<file path="config.mk">
export PLATFORM = sky130hd
export DESIGN_NAME = iit_idle_timer
export DESIGN_NICKNAME = d
export VERILOG_FILES = /design/src/logic/iit_idle_timer.v /design/src/logic/iit_tick_gen.v
export VERILOG_INCLUDE_DIRS = /design/src /design/src/logic
export SDC_FILE = /design/constraint.sdc
export NUM_CORES = 1
export LEC_CHECK = 0
export ABC_AREA = 1
export BUFFER_PORTS_ARGS = -buffer_cell sky130_fd_sc_hd__buf_4
export CORE_UTILIZATION = 57
export CTS_CLUSTER_DIAMETER = 100
export DETAILED_ROUTE_END_ITERATION = 8
export PLACE_DENSITY = 0.81
export SYNTH_ARGS = -nofsm -noshare
export SYNTH_HDL_FRONTEND = slang
export SYNTH_SLANG_ARGS = --single-unit
</file>
<file path="constraint.sdc">
create_clock -name clk -period 1.4 [get_ports clk]
set_input_delay 0.07 -clock clk [delete_from_list [all_inputs] [get_ports clk]]
set_output_delay 0.07 -clock clk [all_outputs]
set_load 0.005 [all_outputs]
</file>
<file path="src/logic/iit_defs.vh">
`ifndef IIT_DEFS_VH
`define IIT_DEFS_VH

// Register offsets on the plain register port
`define IIT_ADDR_W 3
`define IIT_OFF_PERIOD 3'h0
`define IIT_OFF_ICTRL 3'h1
`define IIT_OFF_EVSTAT 3'h2
`define IIT_OFF_EVMASK 3'h3
`define IIT_OFF_WAKE 3'h4

// Period and clock control register fields
`define IIT_SEL_LSB 0
`define IIT_SEL_MSB 2
`define IIT_RSVD_BIT 3
`define IIT_CORECLK_BIT 4
`define IIT_DUALCLK_BIT 5
`define IIT_FASTON_BIT 6
`define IIT_SLOWON_BIT 7
`define IIT_PERIOD_RST 8'h40
`define IIT_PERIOD_WMASK 8'hF7

// Interrupt control register fields
`define IIT_GLOBEN_BIT 0
`define IIT_EN_BIT 4
`define IIT_PND_BIT 5

// Event status and mask bits
`define IIT_EV_TAP 0
`define IIT_EV_WAKE 1
`define IIT_EV_RSTREQ 2
`define IIT_EV_W 3

// Wake port bit position
`define IIT_WAKE_BIT 6

// Counter and taps
`define IIT_CNT_W 16
`define IIT_TAP_BASE 11
`define IIT_TAP_TOP 15
`define IIT_SEL_MAXCODE 3'h4

// Instruction clock: core clock divided by 10 (oscillator / 5)
`define IIT_INST_DIV 10
`define IIT_DIV_W 4

`endif

</file>
<file path="src/logic/iit_idle_timer.v">
`timescale 1ns/1ps
`include "iit_defs.vh"

// Summary of operation
// - Hidden 16-bit down-counter, no software access.
// - High speed mode counts instruction clock ticks.
// - Dual clock or low speed counts 32 kHz.
// - Instruction clock divider stopped in slow modes.
// - Tap bit 11..15 sets the period.
// - Tap underflow sets the pending flag.
// - Tap underflow clears wake port bit 6.
// - Interrupt needs pending, enable and global enable.
// - Pending is bit 5, enable bit 4.
// - Period select in bits 2..0.
// - Reset clears period select to 4096 cycles.
// - Bits 7..4 hold dual clock controls.
// - Counter also gives watchdog and start-up time base.
// - Zeros in upper control bits reset device.
module iit_idle_timer (
   // Clock and reset
   input wire clk,
   input wire arst_n,
   // Register port
   input wire [`IIT_ADDR_W-1:0] reg_addr,
   input wire [7:0] reg_wdata,
   input wire reg_wr,
   input wire reg_rd,
   output reg [7:0] reg_rdata,
   // Slow 32 kHz clock, sampled as a level
   input wire slow_clk_in,
   // Interrupts
   output reg idle_irq,
   output reg irq,
   // Wake and power control
   output reg wake_port_bit6,
   output reg idle_exit,
   output reg device_reset_req,
   // Time base for watchdog and start-up delays
   output reg timebase_tick,
   output reg period_end,
   output reg [4:0] timebase_taps
);

   reg [7:0] idle_period_register;
   reg idle_pending_flag;
   reg idle_irq_enable;
   reg global_irq_enable;
   reg [`IIT_EV_W-1:0] ev_status;
   reg [`IIT_EV_W-1:0] ev_mask;
   reg [`IIT_CNT_W-1:0] idle_timer;
   reg slow_prev;
   reg next_pending;
   reg next_wake;
   reg [7:0] next_rdata;

   wire [2:0] sel;
   wire slow_mode;
   wire inst_tick;
   wire slow_tick;
   wire count_tick;
   wire wr_period;
   wire wr_ictrl;
   wire wr_wake;
   wire wr_evstat;
   wire wr_evmask;
   wire [`IIT_CNT_W-1:0] tap_mask;
   wire underflow;
   wire [`IIT_EV_W-1:0] ev_set;
   wire [`IIT_EV_W-1:0] ev_clr;

   assign sel = idle_period_register[`IIT_SEL_MSB:`IIT_SEL_LSB];
   // Either dual clock control selects the 32 kHz source
   assign slow_mode = idle_period_register[`IIT_DUALCLK_BIT] |
                      idle_period_register[`IIT_CORECLK_BIT];

   iit_tick_gen #(
      .DIV(`IIT_INST_DIV),
      .W(`IIT_DIV_W)
   ) u_inst_div (
      .clk(clk),
      .arst_n(arst_n),
      .run(~slow_mode),
      .tick(inst_tick)
   );

   // Slow clock is synchronous per system; rising edge is a tick
   always @(posedge clk or negedge arst_n) begin
      if (!arst_n) begin
         slow_prev <= 1'b0;
      end else begin
         slow_prev <= slow_clk_in;
      end
   end
   assign slow_tick = slow_clk_in & ~slow_prev;

   assign count_tick = slow_mode ? slow_tick : inst_tick;

   // Mask of the tap bit and all bits below it
   function [`IIT_CNT_W-1:0] tap_bits;
      input [2:0] code;
      begin
         case (code)
            3'h0: tap_bits = 16'h0FFF;
            3'h1: tap_bits = 16'h1FFF;
            3'h2: tap_bits = 16'h3FFF;
            3'h3: tap_bits = 16'h7FFF;
            default: tap_bits = 16'hFFFF;
         endcase
      end
   endfunction

   // Reserved codes fall back to the top tap
   assign tap_mask = tap_bits(sel);
   // Tap bit goes 0 to 1 when it and all lower bits were zero
   assign underflow = count_tick & ((idle_timer & tap_mask) == 16'h0000);

   // Counter is never written by software; it free-runs
   always @(posedge clk or negedge arst_n) begin
      if (!arst_n) begin
         idle_timer <= 16'h0000;
      end else if (count_tick) begin
         idle_timer <= idle_timer - 16'h0001;
      end
   end

   assign wr_period = reg_wr & (reg_addr == `IIT_OFF_PERIOD);
   assign wr_ictrl = reg_wr & (reg_addr == `IIT_OFF_ICTRL);
   assign wr_wake = reg_wr & (reg_addr == `IIT_OFF_WAKE);
   assign wr_evstat = reg_wr & (reg_addr == `IIT_OFF_EVSTAT);
   assign wr_evmask = reg_wr & (reg_addr == `IIT_OFF_EVMASK);

   // Period and clock control register
   always @(posedge clk or negedge arst_n) begin
      if (!arst_n) begin
         idle_period_register <= `IIT_PERIOD_RST;
         device_reset_req <= 1'b0;
      end else begin
         device_reset_req <= 1'b0;
         if (wr_period) begin
            // Reserved bit is not stored
            idle_period_register <= reg_wdata & `IIT_PERIOD_WMASK;
            if (reg_wdata[7:4] == 4'h0) begin
               device_reset_req <= 1'b1;
            end
         end
      end
   end

   // Interrupt control; hardware set wins over a software clear
   always @* begin
      next_pending = idle_pending_flag;
      if (underflow) begin
         next_pending = 1'b1;
      end else if (wr_ictrl) begin
         next_pending = reg_wdata[`IIT_PND_BIT];
      end
   end

   always @(posedge clk or negedge arst_n) begin
      if (!arst_n) begin
         idle_pending_flag <= 1'b0;
         idle_irq_enable <= 1'b0;
         global_irq_enable <= 1'b0;
      end else begin
         idle_pending_flag <= next_pending;
         if (wr_ictrl) begin
            idle_irq_enable <= reg_wdata[`IIT_EN_BIT];
            global_irq_enable <= reg_wdata[`IIT_GLOBEN_BIT];
         end
      end
   end

   // Wake port bit: software sets it, underflow clears it
   always @* begin
      next_wake = wake_port_bit6;
      if (underflow) begin
         next_wake = 1'b0;
      end else if (wr_wake) begin
         next_wake = reg_wdata[`IIT_WAKE_BIT];
      end
   end

   always @(posedge clk or negedge arst_n) begin
      if (!arst_n) begin
         wake_port_bit6 <= 1'b1;
         idle_exit <= 1'b0;
      end else begin
         idle_exit <= underflow & wake_port_bit6;
         wake_port_bit6 <= next_wake;
      end
   end

   // Event status, write one to clear, set wins
   assign ev_set = {device_reset_req, idle_exit, underflow};
   assign ev_clr = wr_evstat ? reg_wdata[`IIT_EV_W-1:0] :
                   {`IIT_EV_W{1'b0}};

   always @(posedge clk or negedge arst_n) begin
      if (!arst_n) begin
         ev_status <= {`IIT_EV_W{1'b0}};
         ev_mask <= {`IIT_EV_W{1'b0}};
      end else begin
         ev_status <= (ev_status & ~ev_clr) | ev_set;
         if (wr_evmask) begin
            ev_mask <= reg_wdata[`IIT_EV_W-1:0];
         end
      end
   end

   // Interrupt outputs and time base
   always @(posedge clk or negedge arst_n) begin
      if (!arst_n) begin
         idle_irq <= 1'b0;
         irq <= 1'b0;
         period_end <= 1'b0;
         timebase_tick <= 1'b0;
         timebase_taps <= 5'h00;
      end else begin
         idle_irq <= idle_pending_flag & idle_irq_enable &
                     global_irq_enable;
         irq <= |(ev_status & ev_mask);
         period_end <= underflow;
         timebase_tick <= count_tick;
         timebase_taps <= idle_timer[`IIT_TAP_TOP:`IIT_TAP_BASE];
      end
   end

   // Read port: counter is not visible, unmapped reads give zero
   always @* begin
      next_rdata = 8'h00;
      if (reg_rd) begin
         case (reg_addr)
            `IIT_OFF_PERIOD: next_rdata = idle_period_register;
            `IIT_OFF_ICTRL: next_rdata = {2'b00, idle_pending_flag,
                                          idle_irq_enable, 3'b000,
                                          global_irq_enable};
            `IIT_OFF_EVSTAT: next_rdata = {5'h00, ev_status};
            `IIT_OFF_EVMASK: next_rdata = {5'h00, ev_mask};
            `IIT_OFF_WAKE: next_rdata = {1'b0, wake_port_bit6, 6'h00};
            default: next_rdata = 8'h00;
         endcase
      end
   end

   // Data stand for one cycle only, zero otherwise
   always @(posedge clk or negedge arst_n) begin
      if (!arst_n) begin
         reg_rdata <= 8'h00;
      end else begin
         reg_rdata <= next_rdata;
      end
   end

endmodule // iit_idle_timer

</file>
<file path="src/logic/iit_tick_gen.v">
`timescale 1ns/1ps

module iit_tick_gen #(
   parameter DIV = 10,
   parameter W = 4
) (
   // Clock and reset
   input wire clk,
   input wire arst_n,
   // Control
   input wire run,
   // Tick out
   output reg tick
);

   localparam integer LAST_I = DIV - 1;
   localparam [W-1:0] LAST = LAST_I[W-1:0];

   reg [W-1:0] count;

   // Held in reset while stopped so no power is spent toggling
   always @(posedge clk or negedge arst_n) begin
      if (!arst_n) begin
         count <= {W{1'b0}};
         tick <= 1'b0;
      end else if (!run) begin
         count <= {W{1'b0}};
         tick <= 1'b0;
      end else if (count == LAST) begin
         count <= {W{1'b0}};
         tick <= 1'b1;
      end else begin
         count <= count + {{(W-1){1'b0}}, 1'b1};
         tick <= 1'b0;
      end
   end

endmodule // iit_tick_gen

</file>
# Word level (Yosys, flattened, before mapping)
# Cells that the tools add are included.
dict set report word_totals {
  input_bits 16
  output_inout_bits 20
  register_bits 58
}
dict set report classes {
  bitwise_logic 17
  n_eq_ne 8
  n_reduce_logical 7
  add_sub_neg 2
  n_mux 15
}
# op n
set ops {}
lappend ops {{one-hot mux 16 bit (4 select lines)} 1}
lappend ops {{one-hot mux 8 bit (5 select lines)} 1}
lappend ops {{bitwise AND 16 bit} 1}
lappend ops {{logical NOT 16 bit} 1}
lappend ops {{subtractor 16 x 1 -> 16 bit, second input constant} 1}
lappend ops {{== test 3 x 2 -> 1 bit, second input constant} 4}
lappend ops {{bitwise AND 1 bit} 10}
lappend ops {{2-to-1 mux 1 bit} 9}
lappend ops {{2-to-1 mux 4 bit} 2}
lappend ops {{2-to-1 mux 8 bit} 1}
lappend ops {{bitwise AND 3 bit} 2}
lappend ops {{== test 3 x 1 -> 1 bit, second input constant} 2}
lappend ops {{logical NOT 3 bit} 2}
lappend ops {{adder 4 x 1 -> 4 bit, second input constant} 1}
lappend ops {{== test 4 bit, second input constant} 1}
lappend ops {{logical NOT 4 bit} 1}
lappend ops {{nonzero test 2 bit} 2}
lappend ops {{== test 3 bit, second input constant} 1}
lappend ops {{2-to-1 mux 3 bit} 1}
lappend ops {{inverter 3 bit} 1}
lappend ops {{OR 3 bit} 1}
lappend ops {{OR reduction 3 bit} 1}
lappend ops {{inverter 1 bit} 1}
lappend ops {{OR 1 bit} 1}

# Depth between registers and ports, before layout
dict set report depth {
  word_depth 6
  mapped_depth 9
  mapped_depth_nobuf 9
}

# By module
# Synthesis repeated with hierarchy kept, for this count alone.
dict set report hier_totals {
  cells_unflattened 295
  area_unflattened_um2 2580.0
}
# module instances area_per_inst_um2 cells_each
set modules_own_cells {}
lappend modules_own_cells {iit_idle_timer 1 2353.5 272}
lappend modules_own_cells {iit_tick_gen 1 226.5 23}

# Worst setup path before layout
# No wires, ideal clock.
dict set report synth_path {
  kind {register to register}
  start {register idle_timer[0]}
  end {register idle_timer[4]}
  n_path_buf 0
  setup_time_ns 0.121
  t_required_ns 1.279
  stages_incl_launch_ff 7
  arrival_ns 1.141
  synth_period_minus_slack_ns 1.263
  path_slack_ns 0.137
  cell_sequence {dfrtp_1 > inv_1 > ha_1 > inv_1 > nor2_2 > nand2_1 > xor2_1}
}
dict set report synth_between {
  elab_chain_len 1
}
# element line_no
set synth_rtl {}
lappend synth_rtl {{from (decl)} iit_idle_timer.v:50} ;# reg [`IIT_CNT_W-1:0] idle_timer;
lappend synth_rtl {{from (signal assigned)} iit_idle_timer.v:122} ;# idle_timer <= idle_timer - 16'h0001;
lappend synth_rtl {{subtractor 16 x 1 -> 16 bit} iit_idle_timer.v:122}
# No other way between the ends.
# A chain may end at the register's enable or synchronous reset.

# Worst setup path in the final report
dict set report layout_path {
  start {register idle_period_register[5]}
  end {register idle_timer[6]}
}
dict set report layout_between {
  elab_chain_len 2
}
# element line_no
set layout_rtl {}
lappend layout_rtl {{from (decl)} iit_idle_timer.v:44} ;# reg [7:0] idle_period_register;
lappend layout_rtl {{from (signal assigned)} iit_idle_timer.v:135} ;# idle_period_register <= `IIT_PERIOD_RST;
lappend layout_rtl {{from (signal assigned)} iit_idle_timer.v:141} ;# idle_period_register <= reg_wdata & `IIT_PERIOD_WMASK;
lappend layout_rtl {{OR 1 bit} iit_idle_timer.v:73} ;# assign slow_mode = idle_period_register[`IIT_DUALCLK_BIT] |
lappend layout_rtl {{2-to-1 mux 1 bit} iit_idle_timer.v:96} ;# assign count_tick = slow_mode ? slow_tick : inst_tick;
# No other way between the ends.

==> summary.txt <==
Cells and area
  • Reg area: roughly 1400 um2
  • N_diodes: 0
  • Final net count: about 380
  • Multi-input logic area: 1070 um2
  • Fraction of layout cells with a size suffix above 1: 0.240
  • Area Overhead vs Synth: 24.2%
  • Fillcell total: 329

Floorplan
  • Core Box Area: 4380 um2
  • Die Width: between 60 and 70 um
  • DIE HEIGHT: around 70 um
  • Rows: 24
  • Starting density of the core: 0.597
  • Die area: 4870 um2
  • IO Count: 36

Synthesis
  • Async SR Flop Fraction: 1.00
  • Synthesized instance count: about 310
  • Synthesis Warnings: 0
  • FF+latch count, synth: 57
  • Syn Nets: around 330
  • Sequential share of the synthesized area: 0.546
  • Primary FF master, synth: dfrtp_1
  • Unique cell type count in the Yosys netlist: 29
  • Synth Area per Inst: 8.59 um2
  • Mapped cell area: approximately 2600 um2
  • EDFF count, synth: 0

STA
  • Count of final hold-check violations: 0
  • Setup TNS: 0 ps
  • Period utilization: 0.950
  • Setup violators final: 0
  • RSZ-0062 raised after global routing: true
  • Worst Clk Skew: approximately 5 ps
  • Setup ws final: 70.7 ps
  • Peak Freq: between 0.7 and 0.8 GHz
  • Fin. max-slew vios: 0
  • Fin crit period: 1330 ps

Run status
  • Status: finished clean

GRT
  • GR Overflow Total: 0
  • GR Util All Layers: 0.234
  • Initial antenna violation count: 0
  • First-pass GRT wire length: approximately 8600 um
  • Vias in the first global route: roughly 2000
  • Largest net degree at the start of global routing: 34

Job
  • Maxcap violations: 0

Setup path
  • Arrival time worst endpoint: approximately 1600 ps
  • Critical path capture point type: register
  • CP max FO: 8
  • Setup crit start kind: register
  • Crit Path Category: reg2reg
  • Worst EP required: around 1600 ps

Clock tree
  • Clock Sinks: 57
  • CTS H-tree lvls: 3
  • Clock-pin slew on the worst setup and hold paths: ~60 ps
  • Worst-skew pair later-pin latency: ~340 ps
  • Total CTS buffers: 9
  • CTS tree: yes
  • Root buffer cell: clkbuf_8
  • Worst-case clock buffer depth: 2

Route
  • DR iter-0 viols: 190
  • Via count: around 2100
  • Post-Route WL: about 5200 um
  • Avg Vias per Cell: ~5
  • Routed Antenna Nets: 0
  • Drt drc: 0
  • DR WL/cell: 12.6 um
  • Initial DRT Pass Iterations: 4

Place
  • Pre-CTS WS: -19.4 ps
  • IO buf count: 33
  • Gp weighted congestion: 0.834
  • Post-DP HPWL: roughly 3600 um

Min path
  • Min-delay worst type: in2reg

Power
  • Pwr Density: 1460 nW/um2
  • Worst VDD drop: about 1000 uV
  • Leak: ~1.7 nW
## power breakdown
group | total [mW] | switching (mW) | internal, mW
Sequential | 2.19 | 0.259 | 1.93
Combinational | 1.10 | 0.663 | 0.436
Clock | 1.45 | 0.616 | 0.829
Total | 4.73 | 1.54 | 3.20
## state kept, by name (all words and copies together), names as in the netlist, 3 cells and up
name / cells
reg_rdata: 7
ev_mask: 3
timebase_taps: 5
ev_status: 3
u_inst_div.count: 4
idle_period_register: 7
idle_timer: 16
## area by class of cell
type,count,area share
well taps,52,0.0200
inverters,36,0.0416
clock buffers,14,0.0562
multi-input cells,209,0.329
repair buffers,45,0.111
flip-flops and latches,57,0.439
clock inverters,2,0.00308
## synth_stat cells (4+ instances only)
cell type  number  share of area
o21ai_2         6          0.020
nand4_1         4         0.0096
nand3_1        14          0.027
dfrtp_1        55           0.53
xor2_1         10          0.033
nand2_1        97           0.14
ha_1            4          0.019
o21ai_0         8          0.015
o21ai_1         4         0.0076
nor2_1         38          0.054
a21oi_1         5         0.0096
nor3_2          4          0.015
inv_1          35          0.050
## worst max-delay path: stages, from the launching register on
cell     delay, ps
dfrtp_1        400
inv_2           70
nand2_1         80
nand2_2         90
nand2_4        100
nor2_4         240
nand2_2         80
xor2_1         160
## cells in the final DEF, fill, tap and decap left out
master,Yosys,layout
a21oi_1,5,5
a21oi_2,1,1
a31oi_1,2,2
and2_1,1,1
and3_1,1,1
buf_12,0,1
buf_4,1,40
clkbuf_1,0,1
clkbuf_8,0,13
clkinv_2,0,2
conb_1,1,1
dfrtp_1,55,55
dfstp_2,2,2
dlygate4sd3_1,0,4
ha_1,4,4
inv_1,35,33
inv_2,1,3
nand2_1,97,94
nand2_2,2,4
nand2_4,0,1
nand3_1,14,13
nand3_2,0,1
nand3b_1,1,1
nand4_1,4,4
nor2_1,38,33
nor2_2,2,5
nor2_4,0,2
nor3_2,4,5
nor3_4,1,1
o21a_1,1,1
o21ai_0,8,8
o21ai_1,4,4
o21ai_2,6,6
xnor2_1,1,1
xor2_1,10,10
## timing repair
item | in CTS | in global routing
setup endpoints to repair | 7 | 17
pin swaps | 0 | 2
gates resized for setup | 3 | 12
hold buffers | 4 | 0
hold endpoints to repair | 60 | 0
setup buffers | 0 | 0
## cell families (layout without fill, tap and decap cells)
| family | count (synthesis) | after routing | share of synthesized area |
|---|---|---|---|
| flops | 57 | 57 | 0.546 |
| buf+inv | 39 | 97 | 0.0631 |
| compound gates | 27 | 27 | 0.0635 |
| simple gates | 166 | 166 | 0.270 |
| other cells | 1 | 1 | 0.00143 |
| fa+ha+maj | 4 | 4 | 0.0191 |
| xor+xnor | 11 | 11 | 0.0368 |
## metrics by stage
step	cells	utilization	hold WS (ps)	power (mW)	instance area, um2
floorplan	305	-	-226	2.83	2620
global placement	395	0.678	-6.84	3.15	2970
detailed placement	395	0.678	-4.20	3.20	2970
CTS	415	0.734	2.84	4.71	3220
global route	415	0.742	23.0	5.02	3250
finish	415	0.742	7.92	4.73	3250
## final timing paths
| kind | endpoint | slack [ps] | cells after the start | startpoint |
|---|---|---|---|---|
| setup / recovery | idle_timer[6] | 70 | 7 | idle_period_register[5] |
| hold / removal | idle_period_register[7] | 8 | 3 | reg_wdata[7] |
| setup reg to reg | idle_timer[6] | 70 | 7 | idle_period_register[5] |
| hold reg to reg | timebase_taps[0] | 450 | 0 | idle_timer[11] |
| max in group asynchronous | wake_port_bit6 | 690 | 3 | arst_n |
| min in group asynchronous | timebase_taps[0] | 170 | 2 | arst_n |
## routing by layer
metal  global-route usage  routed length, um  part of all wire  vias to the layer above
met4                0.151                136             0.026                        0
li1                     -                  -                 -                     1056
met2                0.364               2510              0.48                       65
met1                0.298               2280              0.44                      995
met3               0.0494                312             0.060                       13
met5                    0                  0                 0                        -
Power figures use the tool's default switching activity.
